--- config.mk ---
export PLATFORM = sky130hd
export DESIGN_NAME = sdc_config_word
export DESIGN_NICKNAME = d
export VERILOG_FILES = /design/src/rtl/sdc_pkg.sv /design/src/rtl/sdc_cfg_decode.sv /design/src/rtl/sdc_config_word.sv
export SDC_FILE = /design/constraint.sdc
export NUM_CORES = 1
export LEC_CHECK = 0
export BUFFER_PORTS_ARGS = -buffer_cell sky130_fd_sc_hd__buf_2
export CAP_MARGIN = 20
export CORE_ASPECT_RATIO = 0.7
export CORE_UTILIZATION = 55
export CTS_BUF_LIST = sky130_fd_sc_hd__clkbuf_8
export CTS_CLUSTER_DIAMETER = 60
export CTS_CLUSTER_SIZE = 10
export DETAILED_ROUTE_END_ITERATION = 16
export HOLD_SLACK_MARGIN = 0.06
export PLACE_DENSITY = 0.85
export SLEW_MARGIN = 20
export SYNTH_ARGS = -nofsm -noshare
export SYNTH_HDL_FRONTEND = slang
export SYNTH_HIERARCHICAL = 1
export SYNTH_SLANG_ARGS = --single-unit
--- constraint.sdc ---
create_clock -name CLK_I -period 3.8 [get_ports CLK_I]
set_clock_uncertainty 0.2 [all_clocks]
set_input_delay 0.76 -clock CLK_I [delete_from_list [all_inputs] [get_ports CLK_I]]
set_output_delay 0.76 -clock CLK_I [all_outputs]
set_load 0.02 [all_outputs]
--- src/rtl/sdc_pkg.sv ---
// Purpose: shared constants and types for the signal path configuration word
// Assumes: a 16-bit word held in non-volatile cell 005h of a 32-cell space
// Notes:   coefficients are unsigned Q1.15, gain is in tenths
package sdc_pkg;

  localparam int          CELL_AW          = 5;
  localparam int          WORD_W           = 16;
  localparam logic [4:0]  CFG_CELL         = 5'h05;
  localparam logic [15:0] ERASED_WORD      = 16'h0000;
  // power-up contents of the cell; plain default
  localparam logic [15:0] CFG_RESET        = 16'h0000;

  // field positions
  localparam int IIR_LSB        = 0;
  localparam int IIR_MSB        = 2;
  localparam int SENSOR_PTC_BIT = 3;
  localparam int PWM_SEL_LSB    = 4;
  localparam int PWM_SEL_MSB    = 5;
  localparam int DUAL_IR_BIT    = 6;
  localparam int SLOPE_SIGN_BIT = 7;
  localparam int FIR_LSB        = 8;
  localparam int FIR_MSB        = 10;
  localparam int GAIN_LSB       = 11;
  localparam int GAIN_MSB       = 13;
  localparam int SHOCK_SIGN_BIT = 15;

  // iir coefficient codes and values
  localparam logic [2:0]  IIR_CODE_571     = 3'h7;
  localparam logic [2:0]  IIR_CODE_666     = 3'h6;
  localparam logic [2:0]  IIR_CODE_800     = 3'h5;
  localparam logic [2:0]  IIR_CODE_BYPASS  = 3'h4;
  localparam logic [15:0] COEF_HALF        = 16'h4000;
  localparam logic [15:0] COEF_0571        = 16'h4925;
  localparam logic [15:0] COEF_0429        = 16'h36DB;
  localparam logic [15:0] COEF_0667        = 16'h5555;
  localparam logic [15:0] COEF_0333        = 16'h2AAB;
  localparam logic [15:0] COEF_0800        = 16'h6666;
  localparam logic [15:0] COEF_0200        = 16'h199A;
  localparam logic [15:0] COEF_ONE         = 16'h8000;
  localparam logic [15:0] COEF_ZERO        = 16'h0000;

  // fir length is 8 shifted left by the code
  localparam logic [10:0] FIR_BASE_LEN     = 11'h008;

  // gain in tenths
  localparam logic [9:0]  GAIN_X1          = 10'h00A;
  localparam logic [9:0]  GAIN_X3          = 10'h01E;
  localparam logic [9:0]  GAIN_X6          = 10'h03C;
  localparam logic [9:0]  GAIN_X12_5       = 10'h07D;
  localparam logic [9:0]  GAIN_X25         = 10'h0FA;
  localparam logic [9:0]  GAIN_X50         = 10'h1F4;
  localparam logic [9:0]  GAIN_X100        = 10'h3E8;

  // pwm selection codes
  localparam logic [1:0]  PWM_AMB_IR1      = 2'h0;
  localparam logic [1:0]  PWM_AMB_IR2      = 2'h1;
  localparam logic [1:0]  PWM_IR2_ONLY     = 2'h2;
  localparam logic [1:0]  PWM_IR1_IR2      = 2'h3;

  typedef enum logic [1:0] {
    SDC_Q_AMBIENT,
    SDC_Q_IR_ONE,
    SDC_Q_IR_TWO,
    SDC_Q_UNDEFINED
  } sdc_quantity_t;

endpackage

--- src/rtl/sdc_cfg_decode.sv ---
// Purpose: combinational decode of the configuration word into settings
// Assumes: caller registers every result
// Notes:   no state here
`timescale 1ns/1ps
module sdc_cfg_decode (
  input  wire logic [15:0]          cfg_i,
  output logic      [15:0]          feedback_coef_o,
  output logic      [15:0]          input_coef_o,
  output logic                      iir_bypass_o,
  output sdc_pkg::sdc_quantity_t    pwm_first_o,
  output sdc_pkg::sdc_quantity_t    pwm_second_o,
  output logic                      second_valid_o,
  output logic      [10:0]          fir_length_o,
  output logic      [9:0]           gain_o,
  output logic                      preamp_bypass_o
);

  logic [2:0] iir_code;
  logic [1:0] pwm_code;
  logic [2:0] fir_code;
  logic [2:0] gain_code;

  assign iir_code  = cfg_i[sdc_pkg::IIR_MSB:sdc_pkg::IIR_LSB];
  assign pwm_code  = cfg_i[sdc_pkg::PWM_SEL_MSB:sdc_pkg::PWM_SEL_LSB];
  assign fir_code  = cfg_i[sdc_pkg::FIR_MSB:sdc_pkg::FIR_LSB];
  assign gain_code = cfg_i[sdc_pkg::GAIN_MSB:sdc_pkg::GAIN_LSB];

  always_comb begin
    // top bit clear means half and half regardless of low bits
    feedback_coef_o = sdc_pkg::COEF_HALF;
    input_coef_o    = sdc_pkg::COEF_HALF;
    iir_bypass_o    = 1'b0;
    case (iir_code)
      sdc_pkg::IIR_CODE_571: begin
        feedback_coef_o = sdc_pkg::COEF_0571;
        input_coef_o    = sdc_pkg::COEF_0429;
      end
      sdc_pkg::IIR_CODE_666: begin
        feedback_coef_o = sdc_pkg::COEF_0667;
        input_coef_o    = sdc_pkg::COEF_0333;
      end
      sdc_pkg::IIR_CODE_800: begin
        feedback_coef_o = sdc_pkg::COEF_0800;
        input_coef_o    = sdc_pkg::COEF_0200;
      end
      sdc_pkg::IIR_CODE_BYPASS: begin
        feedback_coef_o = sdc_pkg::COEF_ONE;
        input_coef_o    = sdc_pkg::COEF_ZERO;
        iir_bypass_o    = 1'b1;
      end
      default: begin
      end
    endcase
  end

  always_comb begin
    pwm_first_o    = sdc_pkg::SDC_Q_AMBIENT;
    pwm_second_o   = sdc_pkg::SDC_Q_IR_ONE;
    second_valid_o = 1'b1;
    case (pwm_code)
      sdc_pkg::PWM_AMB_IR2: begin
        pwm_second_o = sdc_pkg::SDC_Q_IR_TWO;
      end
      sdc_pkg::PWM_IR1_IR2: begin
        pwm_first_o  = sdc_pkg::SDC_Q_IR_ONE;
        pwm_second_o = sdc_pkg::SDC_Q_IR_TWO;
      end
      sdc_pkg::PWM_IR2_ONLY: begin
        pwm_first_o    = sdc_pkg::SDC_Q_IR_TWO;
        pwm_second_o   = sdc_pkg::SDC_Q_UNDEFINED;
        second_valid_o = 1'b0;
      end
      default: begin
      end
    endcase
  end

  assign fir_length_o = 11'(sdc_pkg::FIR_BASE_LEN << fir_code);

  always_comb begin
    preamp_bypass_o = 1'b0;
    case (gain_code)
      3'h0: begin
        gain_o          = sdc_pkg::GAIN_X1;
        preamp_bypass_o = 1'b1;
      end
      3'h1:    gain_o = sdc_pkg::GAIN_X3;
      3'h2:    gain_o = sdc_pkg::GAIN_X6;
      3'h3:    gain_o = sdc_pkg::GAIN_X12_5;
      3'h4:    gain_o = sdc_pkg::GAIN_X25;
      3'h5:    gain_o = sdc_pkg::GAIN_X50;
      default: gain_o = sdc_pkg::GAIN_X100;
    endcase
  end

endmodule // sdc_cfg_decode

--- src/rtl/sdc_config_word.sv ---
// Purpose: signal path configuration word in cell 005h with decoded settings
// Assumes: cell port driven by serial-interface logic on the same clock
// Notes:   all setting outputs lag the stored word by one clock
`timescale 1ns/1ps
module sdc_config_word (
  input  wire logic                   CLK_I,
  input  wire logic                   RST_N_I,
  input  wire logic [4:0]             CELL_ADDR_I,
  input  wire logic [15:0]            CELL_WDATA_I,
  input  wire logic                   CELL_WR_I,
  input  wire logic                   CELL_RD_I,
  output logic      [15:0]            CELL_RDATA_O,
  output logic                        CELL_RVALID_O,
  output logic                        CELL_WACK_O,
  output logic                        CELL_WREFUSED_O,
  output logic      [15:0]            IIR_FEEDBACK_COEF_O,
  output logic      [15:0]            IIR_INPUT_COEF_O,
  output logic                        IIR_BYPASS_O,
  output logic                        AMBIENT_PTC_O,
  output sdc_pkg::sdc_quantity_t      PWM_FIRST_O,
  output sdc_pkg::sdc_quantity_t      PWM_SECOND_O,
  output logic                        PWM_SECOND_VALID_O,
  output logic                        DUAL_IR_O,
  output logic                        ALPHA_SLOPE_NEGATIVE_O,
  output logic      [10:0]            FIR_LENGTH_O,
  output logic      [9:0]             GAIN_TENTHS_O,
  output logic                        PREAMP_BYPASS_O,
  output logic                        SHOCK_NEGATIVE_O
);

  logic [15:0]            cfg;
  logic                   hit_wr;
  logic                   hit_rd;
  logic                   erase_req;
  logic                   store_ok;
  logic [15:0]            next_feedback;
  logic [15:0]            next_input;
  logic                   next_bypass;
  sdc_pkg::sdc_quantity_t next_first;
  sdc_pkg::sdc_quantity_t next_second;
  logic                   next_second_valid;
  logic [10:0]            next_fir;
  logic [9:0]             next_gain;
  logic                   next_preamp_bypass;

  assign hit_wr    = CELL_WR_I && (CELL_ADDR_I == sdc_pkg::CFG_CELL);
  assign hit_rd    = CELL_RD_I && (CELL_ADDR_I == sdc_pkg::CFG_CELL);
  assign erase_req = CELL_WDATA_I == sdc_pkg::ERASED_WORD;
  // a non-zero value only lands in an erased cell, as the cell cannot rewrite
  assign store_ok  = erase_req || (cfg == sdc_pkg::ERASED_WORD);

  // whole word stored, bit 14 and calibration fields included, so readback matches
  always_ff @(posedge CLK_I or negedge RST_N_I) begin
    if (!RST_N_I) begin
      cfg <= sdc_pkg::CFG_RESET;
    end else if (hit_wr && store_ok) begin
      cfg <= CELL_WDATA_I;
    end
  end

  always_ff @(posedge CLK_I or negedge RST_N_I) begin
    if (!RST_N_I) begin
      CELL_WACK_O     <= 1'b0;
      CELL_WREFUSED_O <= 1'b0;
    end else begin
      CELL_WACK_O     <= hit_wr && store_ok;
      CELL_WREFUSED_O <= hit_wr && !store_ok;
    end
  end

  always_ff @(posedge CLK_I or negedge RST_N_I) begin
    if (!RST_N_I) begin
      CELL_RDATA_O  <= 16'h0000;
      CELL_RVALID_O <= 1'b0;
    end else begin
      CELL_RVALID_O <= hit_rd;
      if (hit_rd) begin
        CELL_RDATA_O <= cfg;
      end
    end
  end

  sdc_cfg_decode u_decode (
    .cfg_i           (cfg),
    .feedback_coef_o (next_feedback),
    .input_coef_o    (next_input),
    .iir_bypass_o    (next_bypass),
    .pwm_first_o     (next_first),
    .pwm_second_o    (next_second),
    .second_valid_o  (next_second_valid),
    .fir_length_o    (next_fir),
    .gain_o          (next_gain),
    .preamp_bypass_o (next_preamp_bypass)
  );

  // bit 14 is never looked at by any setting
  always_ff @(posedge CLK_I or negedge RST_N_I) begin
    if (!RST_N_I) begin
      IIR_FEEDBACK_COEF_O    <= sdc_pkg::COEF_HALF;
      IIR_INPUT_COEF_O       <= sdc_pkg::COEF_HALF;
      IIR_BYPASS_O           <= 1'b0;
      AMBIENT_PTC_O          <= 1'b0;
      PWM_FIRST_O            <= sdc_pkg::SDC_Q_AMBIENT;
      PWM_SECOND_O           <= sdc_pkg::SDC_Q_IR_ONE;
      PWM_SECOND_VALID_O     <= 1'b1;
      DUAL_IR_O              <= 1'b0;
      ALPHA_SLOPE_NEGATIVE_O <= 1'b0;
      FIR_LENGTH_O           <= sdc_pkg::FIR_BASE_LEN;
      GAIN_TENTHS_O          <= sdc_pkg::GAIN_X1;
      PREAMP_BYPASS_O        <= 1'b1;
      SHOCK_NEGATIVE_O       <= 1'b0;
    end else begin
      IIR_FEEDBACK_COEF_O    <= next_feedback;
      IIR_INPUT_COEF_O       <= next_input;
      IIR_BYPASS_O           <= next_bypass;
      AMBIENT_PTC_O          <= cfg[sdc_pkg::SENSOR_PTC_BIT];
      PWM_FIRST_O            <= next_first;
      PWM_SECOND_O           <= next_second;
      PWM_SECOND_VALID_O     <= next_second_valid;
      DUAL_IR_O              <= cfg[sdc_pkg::DUAL_IR_BIT];
      ALPHA_SLOPE_NEGATIVE_O <= cfg[sdc_pkg::SLOPE_SIGN_BIT];
      FIR_LENGTH_O           <= next_fir;
      GAIN_TENTHS_O          <= next_gain;
      PREAMP_BYPASS_O        <= next_preamp_bypass;
      SHOCK_NEGATIVE_O       <= cfg[sdc_pkg::SHOCK_SIGN_BIT];
    end
  end

  iir_half_a: assert property (@(posedge CLK_I) disable iff (!RST_N_I)
    !cfg[2] |=> (IIR_FEEDBACK_COEF_O == 16'h4000) && (IIR_INPUT_COEF_O == 16'h4000)
      && !IIR_BYPASS_O)
    else $error("iir coefficients not half with top code bit clear");

  iir_codes_a: assert property (@(posedge CLK_I) disable iff (!RST_N_I)
    (cfg[2:0] == 3'h5) |=> (IIR_FEEDBACK_COEF_O == 16'h6666) && (IIR_INPUT_COEF_O == 16'h199A))
    else $error("iir code 101 gave wrong coefficients");

  iir_bypass_a: assert property (@(posedge CLK_I) disable iff (!RST_N_I)
    (cfg[2:0] == 3'h4) |=> IIR_BYPASS_O && (IIR_INPUT_COEF_O == 16'h0000))
    else $error("iir bypass not set for code 100");

  sensor_type_a: assert property (@(posedge CLK_I) disable iff (!RST_N_I)
    ##1 AMBIENT_PTC_O == $past(cfg[3]))
    else $error("ambient sensor type does not follow bit 3");

  pwm_pair_a: assert property (@(posedge CLK_I) disable iff (!RST_N_I)
    (cfg[5:4] == 2'h2) |=> !PWM_SECOND_VALID_O && (PWM_FIRST_O == sdc_pkg::SDC_Q_IR_TWO))
    else $error("pwm selection 10 decoded wrongly");

  pwm_ir_pair_a: assert property (@(posedge CLK_I) disable iff (!RST_N_I)
    (cfg[5:4] == 2'h3) |=> (PWM_FIRST_O == sdc_pkg::SDC_Q_IR_ONE)
      && (PWM_SECOND_O == sdc_pkg::SDC_Q_IR_TWO) && PWM_SECOND_VALID_O)
    else $error("pwm selection 11 decoded wrongly");

  dual_ir_a: assert property (@(posedge CLK_I) disable iff (!RST_N_I)
    ##1 DUAL_IR_O == $past(cfg[6]))
    else $error("sensor count does not follow bit 6");

  fir_len_a: assert property (@(posedge CLK_I) disable iff (!RST_N_I)
    (cfg[10:8] == 3'h7) |=> (FIR_LENGTH_O == 11'h400))
    else $error("fir length for code 111 is not 1024");

  gain_top_a: assert property (@(posedge CLK_I) disable iff (!RST_N_I)
    (cfg[13:12] == 2'h3) |=> (GAIN_TENTHS_O == 10'h3E8) && !PREAMP_BYPASS_O)
    else $error("gain for codes 110 and 111 is not 100");

  shock_sign_a: assert property (@(posedge CLK_I) disable iff (!RST_N_I)
    ##1 SHOCK_NEGATIVE_O == $past(cfg[15]))
    else $error("shock sign does not follow bit 15");

  read_back_a: assert property (@(posedge CLK_I) disable iff (!RST_N_I)
    hit_rd |=> CELL_RVALID_O && (CELL_RDATA_O == $past(cfg)))
    else $error("read of cell 005h did not return stored word");

  erase_cell_a: assert property (@(posedge CLK_I) disable iff (!RST_N_I)
    (hit_wr && erase_req) |=> (cfg == 16'h0000) && CELL_WACK_O)
    else $error("erase write did not clear the cell");

  refuse_a: assert property (@(posedge CLK_I) disable iff (!RST_N_I)
    (hit_wr && !erase_req && (cfg != 16'h0000)) |=> CELL_WREFUSED_O && $stable(cfg))
    else $error("write over unerased cell was not refused");

  iir_codes_hi_a: assert property (@(posedge CLK_I) disable iff (!RST_N_I)
    (cfg[2:0] == 3'h7) |=> (IIR_FEEDBACK_COEF_O == 16'h4925) && (IIR_INPUT_COEF_O == 16'h36DB))
    else $error("iir code 111 gave wrong coefficients");

  iir_codes_mid_a: assert property (@(posedge CLK_I) disable iff (!RST_N_I)
    (cfg[2:0] == 3'h6) |=> (IIR_FEEDBACK_COEF_O == 16'h5555) && (IIR_INPUT_COEF_O == 16'h2AAB))
    else $error("iir code 110 gave wrong coefficients");

  pwm_ambient_a: assert property (@(posedge CLK_I) disable iff (!RST_N_I)
    !cfg[5] |=> (PWM_FIRST_O == sdc_pkg::SDC_Q_AMBIENT) && PWM_SECOND_VALID_O
      && (PWM_SECOND_O == ($past(cfg[4]) ? sdc_pkg::SDC_Q_IR_TWO : sdc_pkg::SDC_Q_IR_ONE)))
    else $error("pwm selection with ambient first decoded wrongly");

  fir_follow_a: assert property (@(posedge CLK_I) disable iff (!RST_N_I)
    ##1 FIR_LENGTH_O == 11'(sdc_pkg::FIR_BASE_LEN << $past(cfg[10:8])))
    else $error("fir length does not follow bits 10 to 8");

  gain_mid_a: assert property (@(posedge CLK_I) disable iff (!RST_N_I)
    (cfg[13:11] == 3'h3) |=> (GAIN_TENTHS_O == 10'h07D) && !PREAMP_BYPASS_O)
    else $error("gain for code 011 is not 12.5");

  preamp_bypass_a: assert property (@(posedge CLK_I) disable iff (!RST_N_I)
    (cfg[13:11] == 3'h0) |=> PREAMP_BYPASS_O && (GAIN_TENTHS_O == 10'h00A))
    else $error("gain code 000 did not bypass the preamplifier");

  write_take_a: assert property (@(posedge CLK_I) disable iff (!RST_N_I)
    (hit_wr && store_ok) |=> CELL_WACK_O && !CELL_WREFUSED_O && (cfg == $past(CELL_WDATA_I)))
    else $error("accepted write did not store the word");

  port_idle_a: assert property (@(posedge CLK_I) disable iff (!RST_N_I)
    (!hit_wr && !hit_rd) |=> !CELL_WACK_O && !CELL_WREFUSED_O && !CELL_RVALID_O
      && $stable(cfg))
    else $error("cell port answered or changed without a request");

endmodule // sdc_config_word

==> results of run 1 <==
power by group:
| group | internal [W] | total [W] | leakage (nW) | switching (W) |
|---|---|---|---|---|
| logic | 0.000217 | 0.000523 | 0.876 | 0.000306 |
| registers | 0.00123 | 0.00137 | 1.32 | 0.000136 |
| clock network | 0.000256 | 0.000637 | 0.0926 | 0.000382 |
| total | 0.00171 | 0.00253 | 2.29 | 0.000824 |
layer usage:
| metal | part of all wire | wire length (um) |
|---|---|---|
| met4 | 0.019 | 116 |
| met5 | 0 | 0 |
| met2 | 0.45 | 2720 |
| met1 | 0.43 | 2590 |
| met3 | 0.092 | 551 |
worst max-delay path, cell delays in order:
cell and delay [ns]:
buf_2 0.11, nor4_1 0.40, nand4_1 0.25, a21oi_4 0.61
mux2_2 0.41
cells in the final DEF, fill, tap and decap left out, types with 7 or more instances in the layout:
cell type  netlist  layout
dfrtp_1         91      91
conb_1           1       7
mux2_2          23      23
dfstp_2          8       8
buf_2            3     106
mux2_4           9       9
nor4_1           8       8
clkbuf_8         0       9
cells in the mapped netlist (2+ instances only):
cell and number:
buf_4 25, nand4_1 2, buf_2 3, nor4_1 8, nand2_1 2, mux2_2 23, or2_2 2, mux2_4 9
nor2_1 6, and3b_1 2, nor3b_1 6, inv_1 6, dfstp_2 8, and2_1 3, dfrtp_1 91
metrics by stage:
stage	instance area, um2	util	hold slack (ns)	power (W)
global placement	3930	0.667	0.225	0.00190
global route	4130	0.700	0.211	0.00266
CTS	4130	0.700	0.199	0.00256
finish	4130	0.700	0.184	0.00253
detailed placement	3930	0.667	0.225	0.00192
floorplan	3510	-	0.188	0.00172
state kept, by name, summed over array words and instances, names as in the netlist, 2 cells and up:
register / cells
CELL_RDATA_O: 16
FIR_LENGTH_O: 11
GAIN_TENTHS_O: 10
IIR_FEEDBACK_COEF_O: 16
IIR_INPUT_COEF_O: 16
PWM_FIRST_O: 2
PWM_SECOND_O: 2
cfg: 16
path summary, 6_finish.rpt:
| kind | startpoint | endpoint | slack (ns) |
|---|---|---|---|
| worst max-delay path | CELL_WDATA_I[8] | cfg[3] | 1.30 |
| worst min-delay path | RST_N_I | IIR_FEEDBACK_COEF_O[8] | 0.18 |
| worst max register to register | cfg[0] | cfg[3] | 1.34 |
| worst min register to register | cfg[3] | AMBIENT_PTC_O | 0.24 |
| max in group asynchronous | RST_N_I | PWM_SECOND_O[0] | 2.47 |
| min in group CLK_I | cfg[3] | AMBIENT_PTC_O | 0.24 |
cells by family after synthesis:
kind of cell	Yosys count	synth area share
DFF	99	0.714
other	1	0.00108
buffers and inverters	36	0.0715
and+or+nand+nor	43	0.0847
AOI/OAI and AO/OA	4	0.0104
xor gates and xnor gates	1	0.00251
muxes	33	0.116
layout make-up:
class	instances	share of cell area
multi-input cells	88	0.187
clock inverters	7	0.0173
well taps	75	0.0227
inverters	6	0.00546
clock buffers	9	0.0300
repair buffers	108	0.135
flip-flops and latches	99	0.603
==> results.yml, run 1 <==
outcome:
  status: "completed"
worst_setup_path:
  reg2reg_depth: 4
  crit_type: "primary input to register"
  cp.arrival_ns: 2.55
  cp-end-kind: "register"
  worstPathMaxFanout: 17
  crit_required_ns: 3.85
  start_kind: "primary input"
logic_synthesis:
  ys_types: 36
  synth_area_um2: 3480
  synthArstFlopShare: 1.00
  synth_area_leader_cell: "dfrtp_1"
  yosysTopAreaCellShare: 0.654
  yosysSeqAreaShare: 0.714
  synth-seq-cells: 99
  yosysWarnings: 6
  avgSynthCellArea_um2: 16.1
  synth_edf_count: 0
  syn_inst: 217
  synth_area_leaders: "dfrtp_1 (65%), mux2_2 (7.4%), dfstp_2 (6.0%), buf_4 (5.4%), mux2_4 (3.9%)"
  synthFlopType: "dfrtp_1"
timing:
  rsz0062_at_grt: "no"
  setup_viol: 0
  relSlewSlack: 0.559
  finalMaxSlewViolations: 0
  fmax_mhz: 400
  tightest_slew_ns: 0.660
  fin_crit_ns: 2.50
  worst_slack_ns: 1.30
  period_share: 0.657
  fin_tns_setup_ns: 0
  hold_viol: 0
global_routing:
  grt_overflow: 0
  grt_pass1_vias: 1938
  use_met2: 0.298
  busiest_layer: "met2"
  grt_pass1_wl_mm: 9.54
  grt_max_degree: 54
  met3_usage: 0.0827
  antenna_found_initial: 0
  grt_usage: 0.194
  grtUsageMet1: 0.245
route:
  wl_per_cell_um: 15.3
  via_count: 1939
  ant_nets: 0
  drt-total-wl_mm: 5.98
  vias_per_cell: 4.95
  drt_iter0_markers: 82
  route.detailed.drc: 0
  first_pass_iters: 4
clock_network:
  cts_made_buffers: 9
  cts_setup_buffers: 0
  cts_tree: "built"
  postCtsHoldBufs: 0
  cts.sinks: 99
  clock_path_buffers: 2
  clk_latency_ns: 0.36
  clk_pin_slew_ns: 0.10
  htree_levels: 3
  clockRootBuffer: "clkbuf_8"
  ctsResizeCount: 0
die:
  core-area_um2: 5900
  ios: 108
  die_x_um: 97.1
  die_h_um: 68.6
  die-area_um2: 6660
  start_util: 0.591
  rows: 23
run:
  cap_violations: 0
placed_design:
  dp_hpwl_mm: 4.12
  gp_congestion: 0.706
  dp_worst_setup_slack_ns: 0.936
  dp.cells: 376
  port_buffers: 107
cells_and_area:
  nets: 337
  syn_to_final_growth_pct: 18.5
  antennaDiodeCount: 0
  fill_cells: 418
  drive_gt1_frac: 0.546
  seqCellArea_um2: 2490
  multiInputGateArea_um2: 771
  fin_cells: 392
pwr:
  powerDensity_nw_per_um2: 613
  peakVddDrop_mv: 0.379
  power.leakage_nw: 2.29
hold_path:
  min_path_type: "primary input to asynchronous set/reset pin"
Note: power is estimated with default switching activity, not from simulation.
==> run 2, diff against run 1 <==
- CORE_UTILIZATION: 55 -> 53
- PLACE_DENSITY: 0.85 -> 0.82
- clock period: 3.8 -> 2.41 ns (I/O delays scaled with it)
==> run 2 against run 1 <==
Compared with the run above: first-iteration DRC count down 11%; final area up 2.5%; via count up 1.8%; cell count up 3.3%; largest power group unchanged; critical endpoint unchanged; wire length up 2.6%; non-clock buffer count up 10.
==> results.yml, run 2 (synthesized netlist as in run 1, its figures left out) <==
route:
  wl_per_cell_um: 15.1
  vias_per_cell: 4.87
  first_pass_iters: 4
  route.detailed.drc: 0
  drt_iter0_markers: 73
  ant_nets: 0
  via_count: 1973
  drt-total-wl_mm: 6.14
clock_network:
  clock_path_buffers: 2
  clk_pin_slew_ns: 0.10
  cts_setup_buffers: 0
  cts.sinks: 99
  ctsResizeCount: 0
  clk_latency_ns: 0.36
  htree_levels: 3
  clockRootBuffer: "clkbuf_8"
  cts_tree: "built"
  cts_made_buffers: 9
pwr:
  p_sw_w: 0.00130
  power_frac_seq: 0.513
  powerDensity_nw_per_um2: 975
  clkPwrFrac: 0.267
  p_sw_frac: 0.315
  peakVddDrop_mv: 0.647
  power.leakage_nw: 2.35
  comb_power_share: 0.219
  intPower_w: 0.00282
die:
  rows: 24
  core-area_um2: 6280
  ios: 108
  die-area_um2: 6910
  die_h_um: 69.8
  die_x_um: 98.9
  start_util: 0.555
worst_setup_path:
  cp.arrival_ns: 2.28
  start_kind: "register"
  slowest_stage: "dfrtp_1"
  worstPathCellList: "nor4_1, nand4_1, a21oi_4, buf_4, mux2_2"
  worstPathMaxFanout: 11
  cp-end-kind: "register"
  crit_required_ns: 2.46
  slowest_delay_ns: 0.50
  path_buf_inv: 1
  cp_top_family: "simple AND/OR/NAND/NOR gates"
  crit_type: "register to register"
timing:
  fin_crit_ns: 2.23
  tightest_slew_ns: 0.502
  setup_viol: 0
  fmax_mhz: 448
  finalMaxSlewViolations: 0
  period_share: 0.926
  relSlewSlack: 0.665
  fin_hold_ws_ns: 0.165
  hold_viol: 0
  worst_slack_ns: 0.178
  rsz0062_at_grt: "no"
  fin_tns_setup_ns: 0
cells_and_area:
  syn_to_final_growth_pct: 21.4
  final_common_cell: "buf_2"
  antennaDiodeCount: 0
  finish.utilization: 0.674
  drive_gt1_frac: 0.557
  final_cell_mix: "buf_2 (106), dfrtp_1 (91), mux2_2 (23), buf_4 (10)"
  fill_cells: 448
  nets: 347
global_routing:
  grt_usage: 0.196
  grt_max_degree: 42
  antenna_found_initial: 0
  grt_pass1_wl_mm: 9.89
  grt_pass1_vias: 1946
  grt_overflow: 0
placed_design:
  gp_congestion: 0.753
  dp_worst_setup_slack_ns: 0.0300
  dp_hpwl_mm: 4.39
  port_buffers: 107
outcome:
  status: "completed"
hold_path:
  min_path_type: "primary input to register"
run:
  cap_violations: 0
==> run 2: cell types whose count changed in the layout (fill, tap and decap cells not counted), sizes merged <==
cell	before	now
dlygate4sd3	0	1
bufinv	0	1
clkinvlp	2	1
buf	108	117
==> run 2: worst paths after layout <==
kind,start,endpoint,slack [ns],cells after the start
setup / recovery,cfg[10],cfg[3],0.18,5
hold / removal,CELL_WDATA_I[12],cfg[12],0.16,2
setup reg to reg,cfg[10],cfg[3],0.18,5
hold reg to reg,cfg[15],SHOCK_NEGATIVE_O,0.24,0
max in group asynchronous,RST_N_I,PWM_SECOND_O[0],0.87,3
min in group asynchronous,RST_N_I,IIR_INPUT_COEF_O[15],0.37,2
==> run 2: through the flow <==
step	cell area [um2]	power, W	instances
2_1_floorplan	3510	0.00272	223
3_3_place_gp	4000	0.00302	388
3_5_place_dp	4000	0.00306	388
4_1_cts	4230	0.00417	405
5_1_grt	4230	0.00433	405
6_report	4230	0.00412	405
==> run 2: per-layer routing <==
| layer | global-route usage | part of all wire | vias to the layer above |
|---|---|---|---|
| met4 | 0.0697 | 0.0090 | 0 |
| met1 | 0.265 | 0.45 | 977 |
| met5 | 0 | 0 | - |
| met2 | 0.298 | 0.47 | 84 |
| met3 | 0.0675 | 0.074 | 6 |
| li1 | - | - | 906 |
==> run 2: final cells by class <==
| cell class | count | area, um2 | area share |
|---|---|---|---|
| repair buffers | 118 | 636 | 0.150 |
| clock buffers | 9 | 124 | 0.0293 |
| well taps | 78 | 97.6 | 0.0231 |
| inverters | 6 | 22.5 | 0.00532 |
| clock inverters | 7 | 93.8 | 0.0222 |
| multi-input cells | 88 | 771 | 0.182 |
| flip-flops and latches | 99 | 2490 | 0.588 |
==> run 2: power groups by stage <==
stage | Sequential (W) | Combinational (W) | Clock, W
after CTS | 0.00212 | 0.000915 | 0.00113
after global placement | 0.00214 | 0.000883 | 0
after detailed placement | 0.00215 | 0.000912 | 0
final | 0.00212 | 0.000905 | 0.00110
after floorplan | 0.00238 | 0.000332 | 0
after global routing | 0.00215 | 0.000974 | 0.00120
==> run 2: what timing repair did <==
action	CTS	global route
hold buffers	1	0
hold endpoints to repair	26	0
setup endpoints to repair	0	0
==> run 3, diff against run 2 <==
- ABC_AREA: default -> 1
- CORE_UTILIZATION: 53 -> 50
- PLACE_DENSITY: 0.82 -> 0.81
- SYNTH_HIERARCHICAL: 1 -> default
==> run 3 against run 2 <==
Compared with the run above: wire length shrank 12%; count of clock-buffer cells in the layout did not move; hold slack better by 0.027 ns; cell count up 9.9%; maximum frequency rose by 25%; global-route usage is 0.75 points higher.
==> results.yml, run 3 <==
die:
  die_h_um: 64.9
  die_x_um: 91.8
  core-area_um2: 5340
  ios: 108
  die-area_um2: 5960
  start_util: 0.529
  rows: 22
logic_synthesis:
  synthTopCellsByCount: "nand2_1 (72), dfrtp_1 (65), nor2_1 (30)"
  syn_inst: 281
  synth_area_um2: 2820
  yosysWarnings: 0
  yosysTopAreaCellShare: 0.576
  synthFlopType: "dfrtp_1"
  ys_types: 21
  synth_edf_count: 0
  yosys.cell_count.top_type: "nand2_1"
  synth_area_leader_cell: "dfrtp_1"
  synthArstFlopShare: 1.00
  avgSynthCellArea_um2: 10.0
  yosysSeqAreaShare: 0.650
  synth_area_leaders: "dfrtp_1 (58%), nand2_1 (9.6%), dfstp_2 (7.4%), buf_4 (7.2%), nor2_1 (4.0%)"
  synth-seq-cells: 73
clock_network:
  clk_latency_ns: 0.34
  cts_tree: "built"
  cts_setup_buffers: 0
  htree_levels: 3
  clk_pin_slew_ns: 0.07
  clock_path_buffers: 2
  clockRootBuffer: "clkbuf_8"
  cts.sinks: 73
  cts_made_buffers: 9
cells_and_area:
  fin_cells: 445
  antennaDiodeCount: 0
  multiInputGateArea_um2: 678
  seqCellArea_um2: 1840
  final_common_cell: "buf_2"
  largestRegisters: "CELL_RDATA_O: 16 flops, cfg: 16 flops, GAIN_TENTHS_O: 10 flops"
  fill_cells: 447
  nets: 393
  syn_to_final_growth_pct: 21.1
  finish.utilization: 0.640
  final_cell_mix: "buf_2 (100), nand2_1 (72), dfrtp_1 (65), nor2_1 (30), inv_1 (23)"
  drive_gt1_frac: 0.359
worst_setup_path:
  worstPathCellList: "nor2_1, nand2_1, nor2_2, nand2_2, nand2_4, nand2_4, nand2_1, nand2_1"
  crit_required_ns: 2.44
  cp-end-kind: "register"
  start_kind: "register"
  cp.arrival_ns: 1.82
  worstPathMaxFanout: 18
  path_buf_inv: 0
  slowest_stage: "dfrtp_1"
  crit_top_cell: "nand2_1"
  slowest_delay_ns: 0.48
  crit_type: "register to register"
  cp_top_family: "simple AND/OR/NAND/NOR gates"
placed_design:
  dp_hpwl_mm: 3.91
  port_buffers: 100
  dp_worst_setup_slack_ns: 0.485
  gp_congestion: 0.805
  dp.cells: 428
route:
  first_pass_iters: 4
  drt_iter0_markers: 222
  via_count: 2078
  vias_per_cell: 4.67
  route.detailed.drc: 0
  wl_per_cell_um: 12.2
  drt-total-wl_mm: 5.42
  ant_nets: 0
global_routing:
  grt_max_degree: 74
  antenna_found_initial: 0
  grt_pass1_vias: 1903
  grt_usage: 0.204
  grt_overflow: 0
  grt_pass1_wl_mm: 8.98
timing:
  fin_crit_ns: 1.79
  finalMaxSlewViolations: 0
  fin_tns_setup_ns: 0
  period_share: 0.744
  hold_viol: 0
  setup_viol: 0
  worst_slack_ns: 0.618
  fin_hold_ws_ns: 0.192
  fmax_mhz: 558
  rsz0062_at_grt: "no"
hold_path:
  min_path_type: "primary input to register"
pwr:
  powerDensity_nw_per_um2: 970
  peakVddDrop_mv: 0.507
  power.leakage_nw: 2.04
run:
  cap_violations: 0
outcome:
  status: "completed"
run 3: cell types whose count changed after synthesis, moves of 9 or more:
| cell | previous run | this run |
|---|---|---|
| nor3_1 | 1 | 10 |
| nand3_1 | 1 | 18 |
| dfrtp_1 | 91 | 65 |
| mux2_4 | 9 | 0 |
| inv_1 | 6 | 22 |
| nor2_1 | 6 | 30 |
| nand2_1 | 2 | 72 |
| mux2_2 | 23 | 0 |
| o21ai_0 | 0 | 12 |
run 3: per-stage QoR:
step / total power, W / instance area, um2
finish: 0.00332 / 3420
global route: 0.00353 / 3420
CTS: 0.00336 / 3420
detailed placement: 0.00245 / 3220
global placement: 0.00242 / 3220
floorplan: 0.00211 / 2850
run 3: cells by family after synthesis:
group / after synthesis / synth area share
and+or+nand+nor: 137 / 0.208
DFF: 73 / 0.650
buffers and inverters: 57 / 0.117
AOI/OAI and AO/OA: 13 / 0.0230
other: 1 / 0.00133
run 3: tightest hold or removal path: stages:
cell and delay (ns):
buf_2 0.09, nand3_1 0.06, nand2_1 0.06
run 3: path summary, 6_finish.rpt:
kind                             startpoint  slack, ns              endpoint  cells past startpoint
max                                 cfg[13]       0.62                cfg[6]                      8
min                        CELL_WDATA_I[15]       0.19               cfg[15]                      3
max reg2reg                         cfg[13]       0.62                cfg[6]                      8
min reg2reg                          cfg[6]       0.26             DUAL_IR_O                      0
max in group asynchronous           RST_N_I       1.18  IIR_INPUT_COEF_O[14]                      3
min in group asynchronous           RST_N_I       0.51      CELL_RDATA_O[15]                      3
run 3: where the power goes:
| part | internal (W) | switching, W | leakage, nW |
|---|---|---|---|
| clock | 0.000468 | 0.000426 | 0.104 |
| sequential | 0.00146 | 0.000144 | 0.971 |
| combinational | 0.000251 | 0.000566 | 0.965 |
| total | 0.00218 | 0.00114 | 2.04 |
run 3: repair_timing:
item | in CTS | in global routing
gates resized for setup | 0 | 0
endpoints found under the hold margin | 65 | 0
hold buffers | 1 | 0
run 3: final cells by class:
| type | instances | area share |
|---|---|---|
| inverter | 24 | 0.0263 |
| clock buffer | 9 | 0.0362 |
| tap | 72 | 0.0263 |
| timing repair buffer | 103 | 0.157 |
| clock inverter | 7 | 0.0183 |
| sequential | 73 | 0.537 |
| multi-input combinational | 157 | 0.198 |
run 3: layer usage:
layer,vias up,part of all wire,global-route usage
met5,-,0,0
met4,0,0,0.0469
met3,0,0.11,0.0892
met2,109,0.44,0.301
met1,961,0.44,0.279
li1,1008,-,-
